## src/hdl/pdm_map.svh

```systemverilog
`ifndef PDM_MAP_SVH
`define PDM_MAP_SVH

// register byte offsets
`define PDM_CPU_CTRL_OFFSET 8'h00
`define PDM_PLL_OFFSET 8'h04
`define PDM_IRQ_EN_OFFSET 8'h08
`define PDM_STAT_OFFSET 8'h0c

// field positions
`define PDM_SEL_MSB 15
`define PDM_SEL_LSB 10
`define PDM_GLOBAL_IRQ_BIT 0
`define PDM_NMI_EN_BIT 1
`define PDM_ENGAGE_BIT 0

// reset values
`define PDM_SEL_RESET 6'h00
`define PDM_GLOBAL_IRQ_RESET 1'b0
`define PDM_ENGAGE_RESET 1'b0
`define PDM_IRQ_EN_RESET 16'h0000

// power-down select codes
`define PDM_CODE_NONE 6'h00
`define PDM_CODE_LIGHT_EN 6'h09
`define PDM_CODE_LIGHT_ANY 6'h11
`define PDM_CODE_PLL_OUT 6'h1a
`define PDM_CODE_PLL_IN 6'h1c

// cycles from the select write to the mode taking effect
`define PDM_ENTRY_CYCLES 4'd9

`endif

```

## src/hdl/pdm_pkg.sv

```systemverilog
`include "pdm_map.svh"
package pdm_pkg;

    typedef enum logic [2:0] {
        MODE_NONE,
        MODE_LIGHT_EN,
        MODE_LIGHT_ANY,
        MODE_PLL_OUT,
        MODE_PLL_IN
    } pdm_mode_t;

    typedef enum logic [1:0] {
        ST_RUN,
        ST_LIGHT,
        ST_DEEP_OUT,
        ST_DEEP_IN
    } pdm_state_t;

    // reserved codes, including any with the top field bit set, fall to none
    function automatic pdm_mode_t pdm_decode(input logic [5:0] code);
        case (code)
            `PDM_CODE_LIGHT_EN: pdm_decode = MODE_LIGHT_EN;
            `PDM_CODE_LIGHT_ANY: pdm_decode = MODE_LIGHT_ANY;
            `PDM_CODE_PLL_OUT: pdm_decode = MODE_PLL_OUT;
            `PDM_CODE_PLL_IN: pdm_decode = MODE_PLL_IN;
            default: pdm_decode = MODE_NONE;
        endcase
    endfunction : pdm_decode

    typedef struct packed {
        logic ready;
        logic rd_pend;
        logic wr_pend;
        logic [7:0] addr;
        logic [31:0] rdata;
    } pdm_ahb_state_t;

    typedef struct packed {
        logic [3:0] cnt;
        logic pending;
        logic fire;
        pdm_mode_t mode;
    } pdm_timer_state_t;

    typedef struct packed {
        pdm_state_t state;
        pdm_mode_t mode;
        logic [5:0] power_down_select;
        logic global_irq_enable;
        logic pll_engage;
        logic [15:0] irq_enable;
        logic cpu_clock_enable;
        logic dma_clock_enable;
        logic pll_output_enable;
        logic pll_input_enable;
        logic ext_clk_enable;
        logic osc_out_enable;
        logic io_freeze;
        logic isr_take;
        logic resume_at_entry;
        logic deep_ignored;
    } pdm_top_state_t;

endpackage : pdm_pkg

```

## src/hdl/pdm_bus_if.sv

```systemverilog
`timescale 1ns/1ps
interface pdm_bus_if;
    logic wr_en;
    logic [7:0] addr;
    logic [31:0] wr_data;
    logic [31:0] rd_data;

    modport slave (
        output wr_en,
        output addr,
        output wr_data,
        input rd_data
    );
    modport regs (
        input wr_en,
        input addr,
        input wr_data,
        output rd_data
    );
endinterface : pdm_bus_if

```

## src/hdl/pdm_ahb_slave.sv

```systemverilog
`timescale 1ns/1ps
module pdm_ahb_slave (
    input wire logic clock,
    input wire logic rst,
    input wire logic hsel,
    input wire logic [31:0] haddr,
    input wire logic [1:0] htrans,
    input wire logic hwrite,
    input wire logic [2:0] hsize,
    input wire logic [31:0] hwdata,
    input wire logic hready,
    output logic hreadyout,
    output logic [31:0] hrdata,
    output logic hresp,
    pdm_bus_if.slave bus
);
    pdm_pkg::pdm_ahb_state_t s;
    pdm_pkg::pdm_ahb_state_t next_s;
    logic take;

    // only whole-word transfers are used, so the size is not decoded
    assign take = hsel & htrans[1] & hready & (hsize == hsize);

    assign bus.wr_en = s.wr_pend;
    assign bus.addr = s.addr;
    assign bus.wr_data = hwdata;

    always_comb begin
        next_s = s;
        next_s.wr_pend = 1'b0;
        if (s.rd_pend) begin
            // one wait state so read data comes from a flop
            next_s.rdata = bus.rd_data;
            next_s.rd_pend = 1'b0;
            next_s.ready = 1'b1;
        end
        if (take) begin
            next_s.addr = {haddr[7:2], 2'b00};
            next_s.wr_pend = hwrite;
            next_s.rd_pend = ~hwrite;
            next_s.ready = hwrite;
        end
    end

    always_ff @(posedge clock) begin
        if (rst) begin
            s <= '{ready: 1'b1, rd_pend: 1'b0, wr_pend: 1'b0, addr: 8'h00, rdata: 32'h0000_0000};
        end else begin
            s <= next_s;
        end
    end

    assign hreadyout = s.ready;
    assign hrdata = s.rdata;
    assign hresp = 1'b0;
endmodule : pdm_ahb_slave

```

## src/hdl/pdm_entry_timer.sv

```systemverilog
`timescale 1ns/1ps
`include "pdm_map.svh"
module pdm_entry_timer (
    input wire logic clock,
    input wire logic rst,
    input wire logic start,
    input wire logic [5:0] code,
    output logic fire,
    output pdm_pkg::pdm_mode_t mode,
    output logic pending
);
    pdm_pkg::pdm_timer_state_t s;
    pdm_pkg::pdm_timer_state_t next_s;

    always_comb begin
        next_s = s;
        next_s.fire = 1'b0;
        if (start) begin
            // a new write restarts the delay with the latest code
            next_s.cnt = `PDM_ENTRY_CYCLES - 4'd1; // [RL3]
            next_s.pending = 1'b1;
            next_s.mode = pdm_pkg::pdm_decode(code); // [RL17]
        end else if (s.pending) begin
            if (s.cnt == 4'd1) begin
                next_s.fire = 1'b1; // [RL3]
                next_s.pending = 1'b0;
            end else begin
                next_s.cnt = s.cnt - 4'd1;
            end
        end
    end

    always_ff @(posedge clock) begin
        if (rst) begin
            s <= '{cnt: 4'd0, pending: 1'b0, fire: 1'b0, mode: pdm_pkg::MODE_NONE};
        end else begin
            s <= next_s;
        end
    end

    assign fire = s.fire;
    assign mode = s.mode;
    assign pending = s.pending;
endmodule : pdm_entry_timer

```

## src/hdl/pdm_power_down.sv

```systemverilog
`timescale 1ns/1ps
`include "pdm_map.svh"
// What this block does
// [RL1] The mode and its wake method come from the six-bit power_down_select field, bits 15:10 of cpu_control_status.
// [RL2] Software writes all six select bits at once and keeps the top bit of the field at zero.
// [RL3] The chosen mode takes effect within nine clock cycles of the write to the select field.
// [RL4] Software pads the select write with no-operation instructions to cover that delay.
// [RL5] Code 000000 is no power-down, 001001 is light sleep woken by an enabled interrupt, 010001 by any interrupt.
// [RL6] Light sleep stops the CPU clock at its boundary but keeps interrupt logic and DMA running.
// [RL7] A wake by a non-enabled interrupt resumes at the entry point with no service routine.
// [RL8] A wake by an enabled interrupt runs the service routine and then resumes at the entry point.
// [RL9] The routine runs only with both global_irq_enable and nonmaskable_irq_enable set, else execution just resumes.
// [RL10] Code 011010 halts the PLL output clock so the chip stops, keeping state and freezing outputs.
// [RL11] Code 011100 stops the PLL input clock, keeping state, and needs a PLL re-lock after reset.
// [RL12] Both deep modes end only with device reset; interrupts do not wake them.
// [RL13] Functional outputs hold their last state in either deep mode.
// [RL14] Only external_clock_in and osc_divided_clock_out are gated; other input clocks are not.
// [RL15] With pll_engage at 0 the chip runs from external_clock_in and deep modes have no effect.
// [RL16] Software sets pll_engage before writing either deep-mode bit.
// [RL17] Any other select code is treated as no power-down with all clocks running.
module pdm_power_down (
    input wire logic clock,
    input wire logic rst,
    input wire logic hsel,
    input wire logic [31:0] haddr,
    input wire logic [1:0] htrans,
    input wire logic hwrite,
    input wire logic [2:0] hsize,
    input wire logic [31:0] hwdata,
    input wire logic hready,
    output logic hreadyout,
    output logic [31:0] hrdata,
    output logic hresp,
    input wire logic [15:0] irq_request,
    output logic cpu_clock_enable,
    output logic dma_clock_enable,
    output logic pll_output_enable,
    output logic pll_input_enable,
    output logic external_clock_in_enable,
    output logic osc_divided_clock_out_enable,
    output logic io_freeze,
    output logic isr_take,
    output logic resume_at_entry
);
    pdm_bus_if bus ();

    pdm_pkg::pdm_top_state_t s;
    pdm_pkg::pdm_top_state_t next_s;
    logic select_write;
    logic timer_fire;
    pdm_pkg::pdm_mode_t timer_mode;
    logic timer_pending;
    logic enabled_hit;
    logic any_hit;
    logic in_deep;

    pdm_ahb_slave u_ahb (
        .clock(clock),
        .rst(rst),
        .hsel(hsel),
        .haddr(haddr),
        .htrans(htrans),
        .hwrite(hwrite),
        .hsize(hsize),
        .hwdata(hwdata),
        .hready(hready),
        .hreadyout(hreadyout),
        .hrdata(hrdata),
        .hresp(hresp),
        .bus(bus.slave)
    );

    assign in_deep = (s.state == pdm_pkg::ST_DEEP_OUT) | (s.state == pdm_pkg::ST_DEEP_IN);
    // a halted cpu cannot write, and deep modes are left only through reset
    assign select_write = bus.wr_en & (bus.addr == `PDM_CPU_CTRL_OFFSET) & (s.state == pdm_pkg::ST_RUN); // [RL12]

    pdm_entry_timer u_timer (
        .clock(clock),
        .rst(rst),
        .start(select_write),
        .code(bus.wr_data[`PDM_SEL_MSB:`PDM_SEL_LSB]), // [RL1]
        .fire(timer_fire),
        .mode(timer_mode),
        .pending(timer_pending)
    );

    assign enabled_hit = |(irq_request & s.irq_enable);
    assign any_hit = |irq_request;

    function automatic logic [31:0] read_mux(input logic [7:0] addr, input pdm_pkg::pdm_top_state_t r,
                                              input logic pend);
        logic [31:0] d;
        d = 32'h0000_0000;
        case (addr)
            `PDM_CPU_CTRL_OFFSET: begin
                d[`PDM_SEL_MSB:`PDM_SEL_LSB] = r.power_down_select;
                d[`PDM_GLOBAL_IRQ_BIT] = r.global_irq_enable;
            end
            `PDM_PLL_OFFSET: d[`PDM_ENGAGE_BIT] = r.pll_engage;
            `PDM_IRQ_EN_OFFSET: d[15:0] = r.irq_enable;
            `PDM_STAT_OFFSET: begin
                d[1:0] = r.state;
                d[6:4] = r.mode;
                d[8] = pend;
                d[9] = r.cpu_clock_enable;
                d[10] = r.pll_output_enable;
                d[11] = r.pll_input_enable;
                d[12] = r.io_freeze;
                d[13] = r.deep_ignored;
            end
            default: d = 32'h0000_0000;
        endcase
        return d;
    endfunction : read_mux

    assign bus.rd_data = read_mux(bus.addr, s, timer_pending);

    always_comb begin
        next_s = s;
        next_s.isr_take = 1'b0;
        next_s.resume_at_entry = 1'b0;

        if (bus.wr_en & ~in_deep) begin
            case (bus.addr)
                `PDM_CPU_CTRL_OFFSET: begin
                    // the whole field is taken from one write, reserved bit included
                    next_s.power_down_select = bus.wr_data[`PDM_SEL_MSB:`PDM_SEL_LSB]; // [RL2]
                    next_s.global_irq_enable = bus.wr_data[`PDM_GLOBAL_IRQ_BIT];
                end
                `PDM_PLL_OFFSET: next_s.pll_engage = bus.wr_data[`PDM_ENGAGE_BIT];
                `PDM_IRQ_EN_OFFSET: next_s.irq_enable = bus.wr_data[15:0];
                default: next_s.irq_enable = s.irq_enable;
            endcase
        end

        unique case (s.state)
            pdm_pkg::ST_RUN: begin
                if (timer_fire) begin
                    next_s.mode = timer_mode; // [RL5]
                    unique case (timer_mode)
                        pdm_pkg::MODE_LIGHT_EN, pdm_pkg::MODE_LIGHT_ANY: begin
                            // interrupt logic and dma keep their clocks
                            next_s.state = pdm_pkg::ST_LIGHT;
                            next_s.cpu_clock_enable = 1'b0; // [RL6]
                        end
                        pdm_pkg::MODE_PLL_OUT: begin
                            if (s.pll_engage) begin // [RL15] [RL16]
                                next_s.state = pdm_pkg::ST_DEEP_OUT;
                                next_s.pll_output_enable = 1'b0; // [RL10]
                                next_s.cpu_clock_enable = 1'b0;
                                next_s.dma_clock_enable = 1'b0;
                                next_s.io_freeze = 1'b1; // [RL13]
                            end else begin
                                next_s.deep_ignored = 1'b1; // [RL15]
                            end
                        end
                        pdm_pkg::MODE_PLL_IN: begin
                            if (s.pll_engage) begin // [RL15] [RL16]
                                next_s.state = pdm_pkg::ST_DEEP_IN;
                                next_s.pll_input_enable = 1'b0; // [RL11]
                                next_s.pll_output_enable = 1'b0;
                                // only these two pin clocks are gated here
                                next_s.ext_clk_enable = 1'b0; // [RL14]
                                next_s.osc_out_enable = 1'b0; // [RL14]
                                next_s.cpu_clock_enable = 1'b0;
                                next_s.dma_clock_enable = 1'b0;
                                next_s.io_freeze = 1'b1; // [RL13]
                            end else begin
                                next_s.deep_ignored = 1'b1; // [RL15]
                            end
                        end
                        pdm_pkg::MODE_NONE: next_s.mode = pdm_pkg::MODE_NONE; // [RL17]
                    endcase
                end
            end
            pdm_pkg::ST_LIGHT: begin
                // enabled-only mode ignores sources that are not enabled
                if (enabled_hit | (any_hit & (s.mode == pdm_pkg::MODE_LIGHT_ANY))) begin // [RL5]
                    next_s.state = pdm_pkg::ST_RUN;
                    next_s.mode = pdm_pkg::MODE_NONE;
                    next_s.cpu_clock_enable = 1'b1;
                    if (enabled_hit & s.global_irq_enable & s.irq_enable[`PDM_NMI_EN_BIT]) begin
                        next_s.isr_take = 1'b1; // [RL8] [RL9]
                    end else begin
                        next_s.resume_at_entry = 1'b1; // [RL7] [RL9]
                    end
                end
            end
            pdm_pkg::ST_DEEP_OUT, pdm_pkg::ST_DEEP_IN: begin
                // no interrupt path out; only rst reloads the state
                next_s.state = s.state; // [RL12]
            end
        endcase
    end

    always_ff @(posedge clock) begin
        if (rst) begin
            s <= '{
                state: pdm_pkg::ST_RUN,
                mode: pdm_pkg::MODE_NONE,
                power_down_select: `PDM_SEL_RESET,
                global_irq_enable: `PDM_GLOBAL_IRQ_RESET,
                pll_engage: `PDM_ENGAGE_RESET,
                irq_enable: `PDM_IRQ_EN_RESET,
                // reset is the only way out of a deep mode, so every clock comes back here
                cpu_clock_enable: 1'b1,
                dma_clock_enable: 1'b1,
                pll_output_enable: 1'b1,
                pll_input_enable: 1'b1,
                ext_clk_enable: 1'b1,
                osc_out_enable: 1'b1,
                io_freeze: 1'b0,
                isr_take: 1'b0,
                resume_at_entry: 1'b0,
                deep_ignored: 1'b0
            };
        end else begin
            s <= next_s;
        end
    end

    assign cpu_clock_enable = s.cpu_clock_enable;
    assign dma_clock_enable = s.dma_clock_enable;
    assign pll_output_enable = s.pll_output_enable;
    assign pll_input_enable = s.pll_input_enable;
    assign external_clock_in_enable = s.ext_clk_enable;
    assign osc_divided_clock_out_enable = s.osc_out_enable;
    assign io_freeze = s.io_freeze;
    assign isr_take = s.isr_take;
    assign resume_at_entry = s.resume_at_entry;
endmodule : pdm_power_down

```

## config.mk

```make
export PLATFORM = sky130hd
export DESIGN_NAME = pdm_power_down
export DESIGN_NICKNAME = d
export VERILOG_FILES = /design/src/hdl/pdm_pkg.sv /design/src/hdl/pdm_bus_if.sv /design/src/hdl/pdm_ahb_slave.sv /design/src/hdl/pdm_entry_timer.sv /design/src/hdl/pdm_power_down.sv
export VERILOG_INCLUDE_DIRS = /design/src /design/src/hdl
export SDC_FILE = /design/constraint.sdc
export NUM_CORES = 1
export LEC_CHECK = 0
export BUFFER_PORTS_ARGS = -buffer_cell sky130_fd_sc_hd__buf_2
export CAP_MARGIN = 0
export CORE_ASPECT_RATIO = 1.25
export CORE_MARGIN = 3
export CORE_UTILIZATION = 32
export DETAILED_ROUTE_END_ITERATION = 8
export PLACE_DENSITY = 0.55
export SLEW_MARGIN = 30
export SYNTH_ARGS = -nofsm -noshare
export SYNTH_HDL_FRONTEND = slang
export SYNTH_SLANG_ARGS = --single-unit
```

## constraint.sdc

```tcl
create_clock -name clock -period 3.45 [get_ports clock]
set_input_delay 0.1725 -clock clock [delete_from_list [all_inputs] [get_ports clock]]
set_output_delay 0.1725 -clock clock [all_outputs]
set_load 0.02 [all_outputs]
```

; After elaboration in Yosys (flattened, before gate mapping)
; Index checks and enable logic that the tools add are counted.
[classes]
addsub = 1
n_eq_ne = 24
muxes = 35
bitwise = 20
n_reduce_logical = 27
[op_table]
columns = op, n
row1 = 16-bit OR reduction, 2
row2 = "6-bit by 5-bit == test with 1-bit output, second input constant", 3
row3 = 16-bit AND, 1
row4 = 2-bit one-hot mux with 2 select lines, 4
row5 = 5-bit 2-to-1 mux, 3
row6 = 7-bit 2-to-1 mux, 2
row7 = "6-bit by 2-bit == test with 1-bit output, second input constant", 2
row8 = 3-bit one-hot mux with 2 select lines, 2
row9 = 3-bit one-hot mux with 4 select lines, 1
row10 = 4-bit one-hot mux with 3 select lines, 1
row11 = 6-bit AND reduction, 2
row12 = 11-bit 2-to-1 mux, 1
row13 = 2-bit 2-to-1 mux, 5
row14 = 2-bit AND reduction, 5
row15 = 2-bit OR reduction, 5
row16 = "3-bit by 2-bit == test with 1-bit output, second input constant", 3
row17 = 3-bit 2-to-1 mux, 3
row18 = 1-bit NOT, 9
row19 = 1-bit AND, 8
row20 = 8-bit zero test, 1
row21 = "2-bit inequality test, second input constant", 4
row22 = 4-bit AND reduction, 2
row23 = 2-bit nonzero test, 4
row24 = "6-bit by 1-bit == test with 1-bit output, second input constant", 1
row25 = 23 further kinds, 33
[word_totals]
ff_bits = 71
inputBits = 90
output_inout_bits = 43
word_cells = 131

; Depth between registers and ports, before layout
[logic_depth]
depth_word = 5
mapped_depth = 7
depth_no_buf = 7

; Hierarchy
; From an unflattened synthesis, not the netlist that was laid out.
[unflattened]
hier_cells = 497
hier_area_um2 = 4445.5
[by_module_without_submodules]
columns = mod, n_inst, cells_per_inst, area_each_um2, seq_area_each_um2
row1 = pdm_ahb_slave, 1, 214, 2097.0, 820.8
row2 = pdm_power_down, 1, 232, 1886.8, 720.7
row3 = pdm_entry_timer, 1, 51, 461.7, 180.2

; Least setup slack after synthesis
; No wires, ideal clock.
[synth_path]
path_kind = reg2reg
from = register u_ahb.s (netlist bit u_ahb.bus.addr[4])
to = register u_timer.s (netlist bit u_timer.mode[0])
setup_time_ps = 70
arrival_time_ps = 2123
t_required_ps = 3380
setup_slack_ps = 1257
path_stages_with_launch = 6
path_buffers = 0
period_less_slack_ps = 2193
cell_sequence = dfxtp_1 -> or4_4 -> nor4_4 -> nand2b_4 -> or4_1 -> a21oi_1
[synth_between]
elab_chain_len = 3
[synth_lines]
columns = item, line_no
row1 = from (decl), pdm_ahb_slave.sv:17  ; pdm_pkg::pdm_ahb_state_t s;
row2 = from (signal assigned), pdm_ahb_slave.sv:47  ; s <= '{ready: 1'b1, rd_pend: 1'b0, wr_pend: 1'b0, addr: 8'h00, rdata: 32'h0000_0000};
row3 = from (signal assigned), pdm_ahb_slave.sv:49  ; s <= next_s;
row4 = 8-bit zero test, -
row5 = 1-bit AND (2 in a row), pdm_power_down.sv:75  ; assign select_write = bus.wr_en & (bus.addr == `PDM_CPU_CTRL_OFFSET) & (s.state == pdm_pkg::ST_RUN);
row6 = to (signal assigned), pdm_entry_timer.sv:35  ; s <= '{cnt: 4'd0, pending: 1'b0, fire: 1'b0, mode: pdm_pkg::MODE_NONE};
row7 = to (signal assigned), pdm_entry_timer.sv:37  ; s <= next_s;
row8 = to (decl), pdm_entry_timer.sv:12  ; pdm_pkg::pdm_timer_state_t s;
; No other way between the ends.
; A chain may end at the register's enable or synchronous reset.

; Worst setup path in the final report
[layout_path]
from = register u_ahb.s (netlist bit u_ahb.bus.addr[4])
to = register s[14] (netlist name)
[layout_between]
elab_chain_len = 2
[layout_lines]
columns = item, line_no
row1 = 6-bit by 2-bit == test with 1-bit output, pdm_power_down.sv:124  ; case (bus.addr)
row2 = 2-bit AND reduction (no source line), -
row3 = to (signal assigned), pdm_power_down.sv:198  ; s <= '{
row4 = to (signal assigned), pdm_power_down.sv:218  ; s <= next_s;
row5 = to (decl), pdm_power_down.sv:47  ; pdm_pkg::pdm_top_state_t s;
; No other way between the ends.

==> results.sh <==
export IMPL_multi_input_area_sq_mm=0.00164
export IMPL_cts_clk_slew_worst_paths_ns=0.06
export IMPL_critPathMaxStageDelay_ns=0.65
export IMPL_grt_pass1_wl_um=13500
export IMPL_die_w_um=97.7
export IMPL_synth_cells=375
export IMPL_final_cells=556
export IMPL_antenna_found_initial=0
export IMPL_diodes=0
export IMPL_numPortBuffers=69
export IMPL_fillers=1049
export IMPL_core_sq_mm=0.0102
export IMPL_wire_per_inst_um=15.2
export IMPL_crit_path_start_kind="flop"
export IMPL_ir_drop_v=0.000260
export IMPL_ctsResizeCount=0
export IMPL_worst_pin_slew_ns=0.835
export IMPL_clockPowerShare_pct=51.2
export IMPL_die_area_sq_mm=0.0118
export IMPL_arrival_ns=2.51
export IMPL_drtAntennaViolNets=0
export IMPL_drv_cap=0
export IMPL_ys_types=47
export IMPL_cts_tree="yes"
export IMPL_critPathKind="reg2reg"
export IMPL_grt_remaining_overflow=0
export IMPL_hold_ws_ns=0.0306
export IMPL_viasPerCell=4.90
export IMPL_vias=2723
export IMPL_finClkSkew_ns=0.00537
export IMPL_p_sw_share_pct=21.5
export IMPL_synth_flop_cell="dfxtp_1"
export IMPL_hold_class="in2reg"
export IMPL_cts_root_buf="clkbuf_16"
export IMPL_gp_congestion=0.856
export IMPL_p_comb_share_pct=5.7
export IMPL_totalWireLength_um=8440
export IMPL_cts_max_level=3
export IMPL_drive_gt1_share_pct=23.4
export IMPL_cts_made_buffers=9
export IMPL_p_sw_uw=411
export IMPL_final_hold_violation_count=0
export IMPL_start_util_pct=33.1
export IMPL_p_leak_nw=1.69
export IMPL_status="completed"
export IMPL_grt_use_total_pct=14.7
export IMPL_critPathRequiredTime_ns=3.65
export IMPL_final_setup_tns_ns=0
export IMPL_initialDrtViolationCount=115
export IMPL_power_mw=1.92
export IMPL_postSynthAreaPerCell_sq_um=8.96
export IMPL_endpoint_kind="flop"
export IMPL_post_place_cells=540
export IMPL_io_pins=133
export IMPL_fp_row_count=41
export IMPL_dr_pass1_iters=4
export IMPL_cts_max_path_buffers=2
export IMPL_cpMaxStageDelayCell="nor3b_1"
export IMPL_postCtsHoldBufs=0
export IMPL_cts_setup_buffers=0
export IMPL_ys_ff_latch=70
export IMPL_drc=0
export IMPL_crit_fanout=7
export IMPL_syn2layout_area_growth_pct=16.3
export IMPL_die_h_um=121
export IMPL_p_seq_share_pct=43.2
export IMPL_ys_async_sr_fraction_pct=0
export IMPL_rsz0062_at_grt="no"
export IMPL_crit_chain="or4_4 > nor3b_1 > nand3_1 > buf_4 > mux2i_1 > nor2_1"
export IMPL_p_int_mw=1.51
export IMPL_grt_max_degree=37
export IMPL_ys_warn_count=0
export IMPL_clkLatencyLatePin_ns=0.33
export IMPL_syn_area_sq_mm=0.00336
export IMPL_p_per_area_mw_per_mm2=491
export IMPL_final_max_slew_viol_count=0
export IMPL_clock_sinks=70
export IMPL_relSlewSlack_pct=44.3
export IMPL_postLayoutCoreUtil_pct=38.5
export IMPL_timing_final_crit_period_ns=2.31
export IMPL_nNetsFinal=514
export IMPL_synth_edf_count=0
export IMPL_place_hpwl_um=6430
export IMPL_setup_violations=0
export IMPL_fmax_mhz=432
export IMPL_yosysSeqAreaShare_pct=41.7
export IMPL_regArea_sq_mm=0.00140
export IMPL_grt_pass1_vias=2635
export IMPL_timing_final_crit_share_pct=67.0
[worst max-delay path: cells and delay by family, from the launching register on]
| family | cells | cell delay [ns] |
|---|---|---|
| AND/OR/NAND/NOR | 4 | 1.46 |
| flip-flops | 1 | 0.32 |
| buffers and inverters | 1 | 0.23 |
| multiplexers | 1 | 0.16 |
[worst paths after layout]
path         cells past startpoint                            from                     end  slack [ns]
max reg2reg                      6  u_ahb.bus.addr[4]$_SDFFE_PP0P_      s[14]$_SDFFE_PP0P_        1.14
max                              6  u_ahb.bus.addr[4]$_SDFFE_PP0P_      s[14]$_SDFFE_PP0P_        1.14
min reg2reg                      2          io_freeze$_SDFFE_PP0P_  io_freeze$_SDFFE_PP0P_        0.46
min                              2                          hwrite  u_ahb.s[41]$_SDFF_PP0_        0.03
[placed cells by master (no fill, tap or decap), types with 2 or more instances in the layout]
| cell type | n |
|---|---|
| a21oi_1 | 31 |
| a221oi_1 | 4 |
| a22o_1 | 5 |
| and2_1 | 2 |
| and3_1 | 3 |
| buf_2 | 69 |
| buf_4 | 4 |
| bufinv_16 | 2 |
| clkbuf_1 | 2 |
| clkbuf_16 | 9 |
| clkinv_2 | 2 |
| conb_1 | 17 |
| dfxtp_1 | 70 |
| ha_1 | 2 |
| inv_1 | 5 |
| mux2_2 | 8 |
| mux2i_1 | 33 |
| nand2_1 | 18 |
| nand2b_1 | 8 |
| nand3_1 | 12 |
| nand3b_1 | 4 |
| nand4_1 | 2 |
| nor2_1 | 55 |
| nor2b_1 | 14 |
| nor3_1 | 4 |
| nor3b_1 | 5 |
| nor4_1 | 7 |
| o21ai_0 | 7 |
| o22ai_1 | 2 |
| xnor2_1 | 2 |
[flip-flops by register name, indices dropped and copies added (netlist names)]
name	count
s	30
u_ahb.hrdata	16
u_ahb.bus.addr	6
u_timer.s	4
u_timer.mode	3
cpu_clock_enable	1
dma_clock_enable	1
io_freeze	1
isr_take	1
osc_divided_clock_out_enable	1
resume_at_entry	1
u_ahb.bus.wr_en	1
u_ahb.hreadyout	1
u_ahb.s	1
u_timer.fire	1
u_timer.pending	1
[metal layers]
layer  track usage [%]  share of wire, %
met4              6.23               2.3
met1              16.9                41
met2              25.7                51
met5                 0                 0
met3              4.10               5.9
[cell families (layout without fill, tap and decap cells)]
family,Yosys count,count (layout),share of synthesized area [%]
muxes,42,42,13.2
adders and majority gates,2,2,0.744
and+or+nand+nor,142,142,21.9
xor gates and xnor gates,3,3,0.782
DFF,70,70,41.7
other,1,17,0.112
buffers and inverters,58,94,11.4
AOI/OAI and AO/OA,57,57,10.2
[cell type report]
type	instances	share of cell area, %
inverters	5	0.480
well taps	129	4.13
repair buffers	73	9.60
flip-flops and latches	70	35.9
clock inverters	4	1.79
clock buffers	12	6.31
multi-input cells	263	41.8
[stage by stage]
step           worst slack, ns  instance area (sq um)
2_1_floorplan             1.26                   3420
3_3_place_gp              1.15                   3590
3_5_place_dp              1.12                   3590
4_1_cts                   1.07                   3910
5_1_grt                  0.931                   3910
6_report                  1.14                   3910
[power by group through the flow]
stage	Combinational, mW	Sequential, mW	Clock [mW]
2_1_floorplan	0.0842	0.838	0
3_3_place_gp	0.107	0.845	0
3_5_place_dp	0.109	0.845	0
4_1_cts	0.109	0.828	1.00
5_1_grt	0.120	0.829	1.04
6_report	0.109	0.828	0.981
[synth_stat cells, drive strengths merged (2+ instances only)]
cell type | instances | area, sq um
nor3b | 5 | 37.5
nor2b | 14 | 87.6
nand4 | 2 | 12.5
buf | 42 | 324
dfxtp | 70 | 1400
and3 | 3 | 18.8
o22ai | 2 | 12.5
xnor2 | 2 | 17.5
and2 | 2 | 12.5
o21ai | 7 | 35.0
a22o | 5 | 43.8
nor3 | 4 | 20.0
nand2 | 18 | 67.6
ha | 2 | 25.0
inv | 5 | 18.8
nand3b | 4 | 30.0
nand3 | 12 | 60.1
a21oi | 31 | 155
nor2 | 55 | 206
mux2i | 33 | 330
nor4 | 8 | 65.1
or4 | 2 | 18.8
a221oi | 4 | 35.0
mux2 | 8 | 90.1
clkbuf | 11 | 41.3
nand2b | 9 | 63.8
No activity file was read; power rests on OpenSTA's default activity.
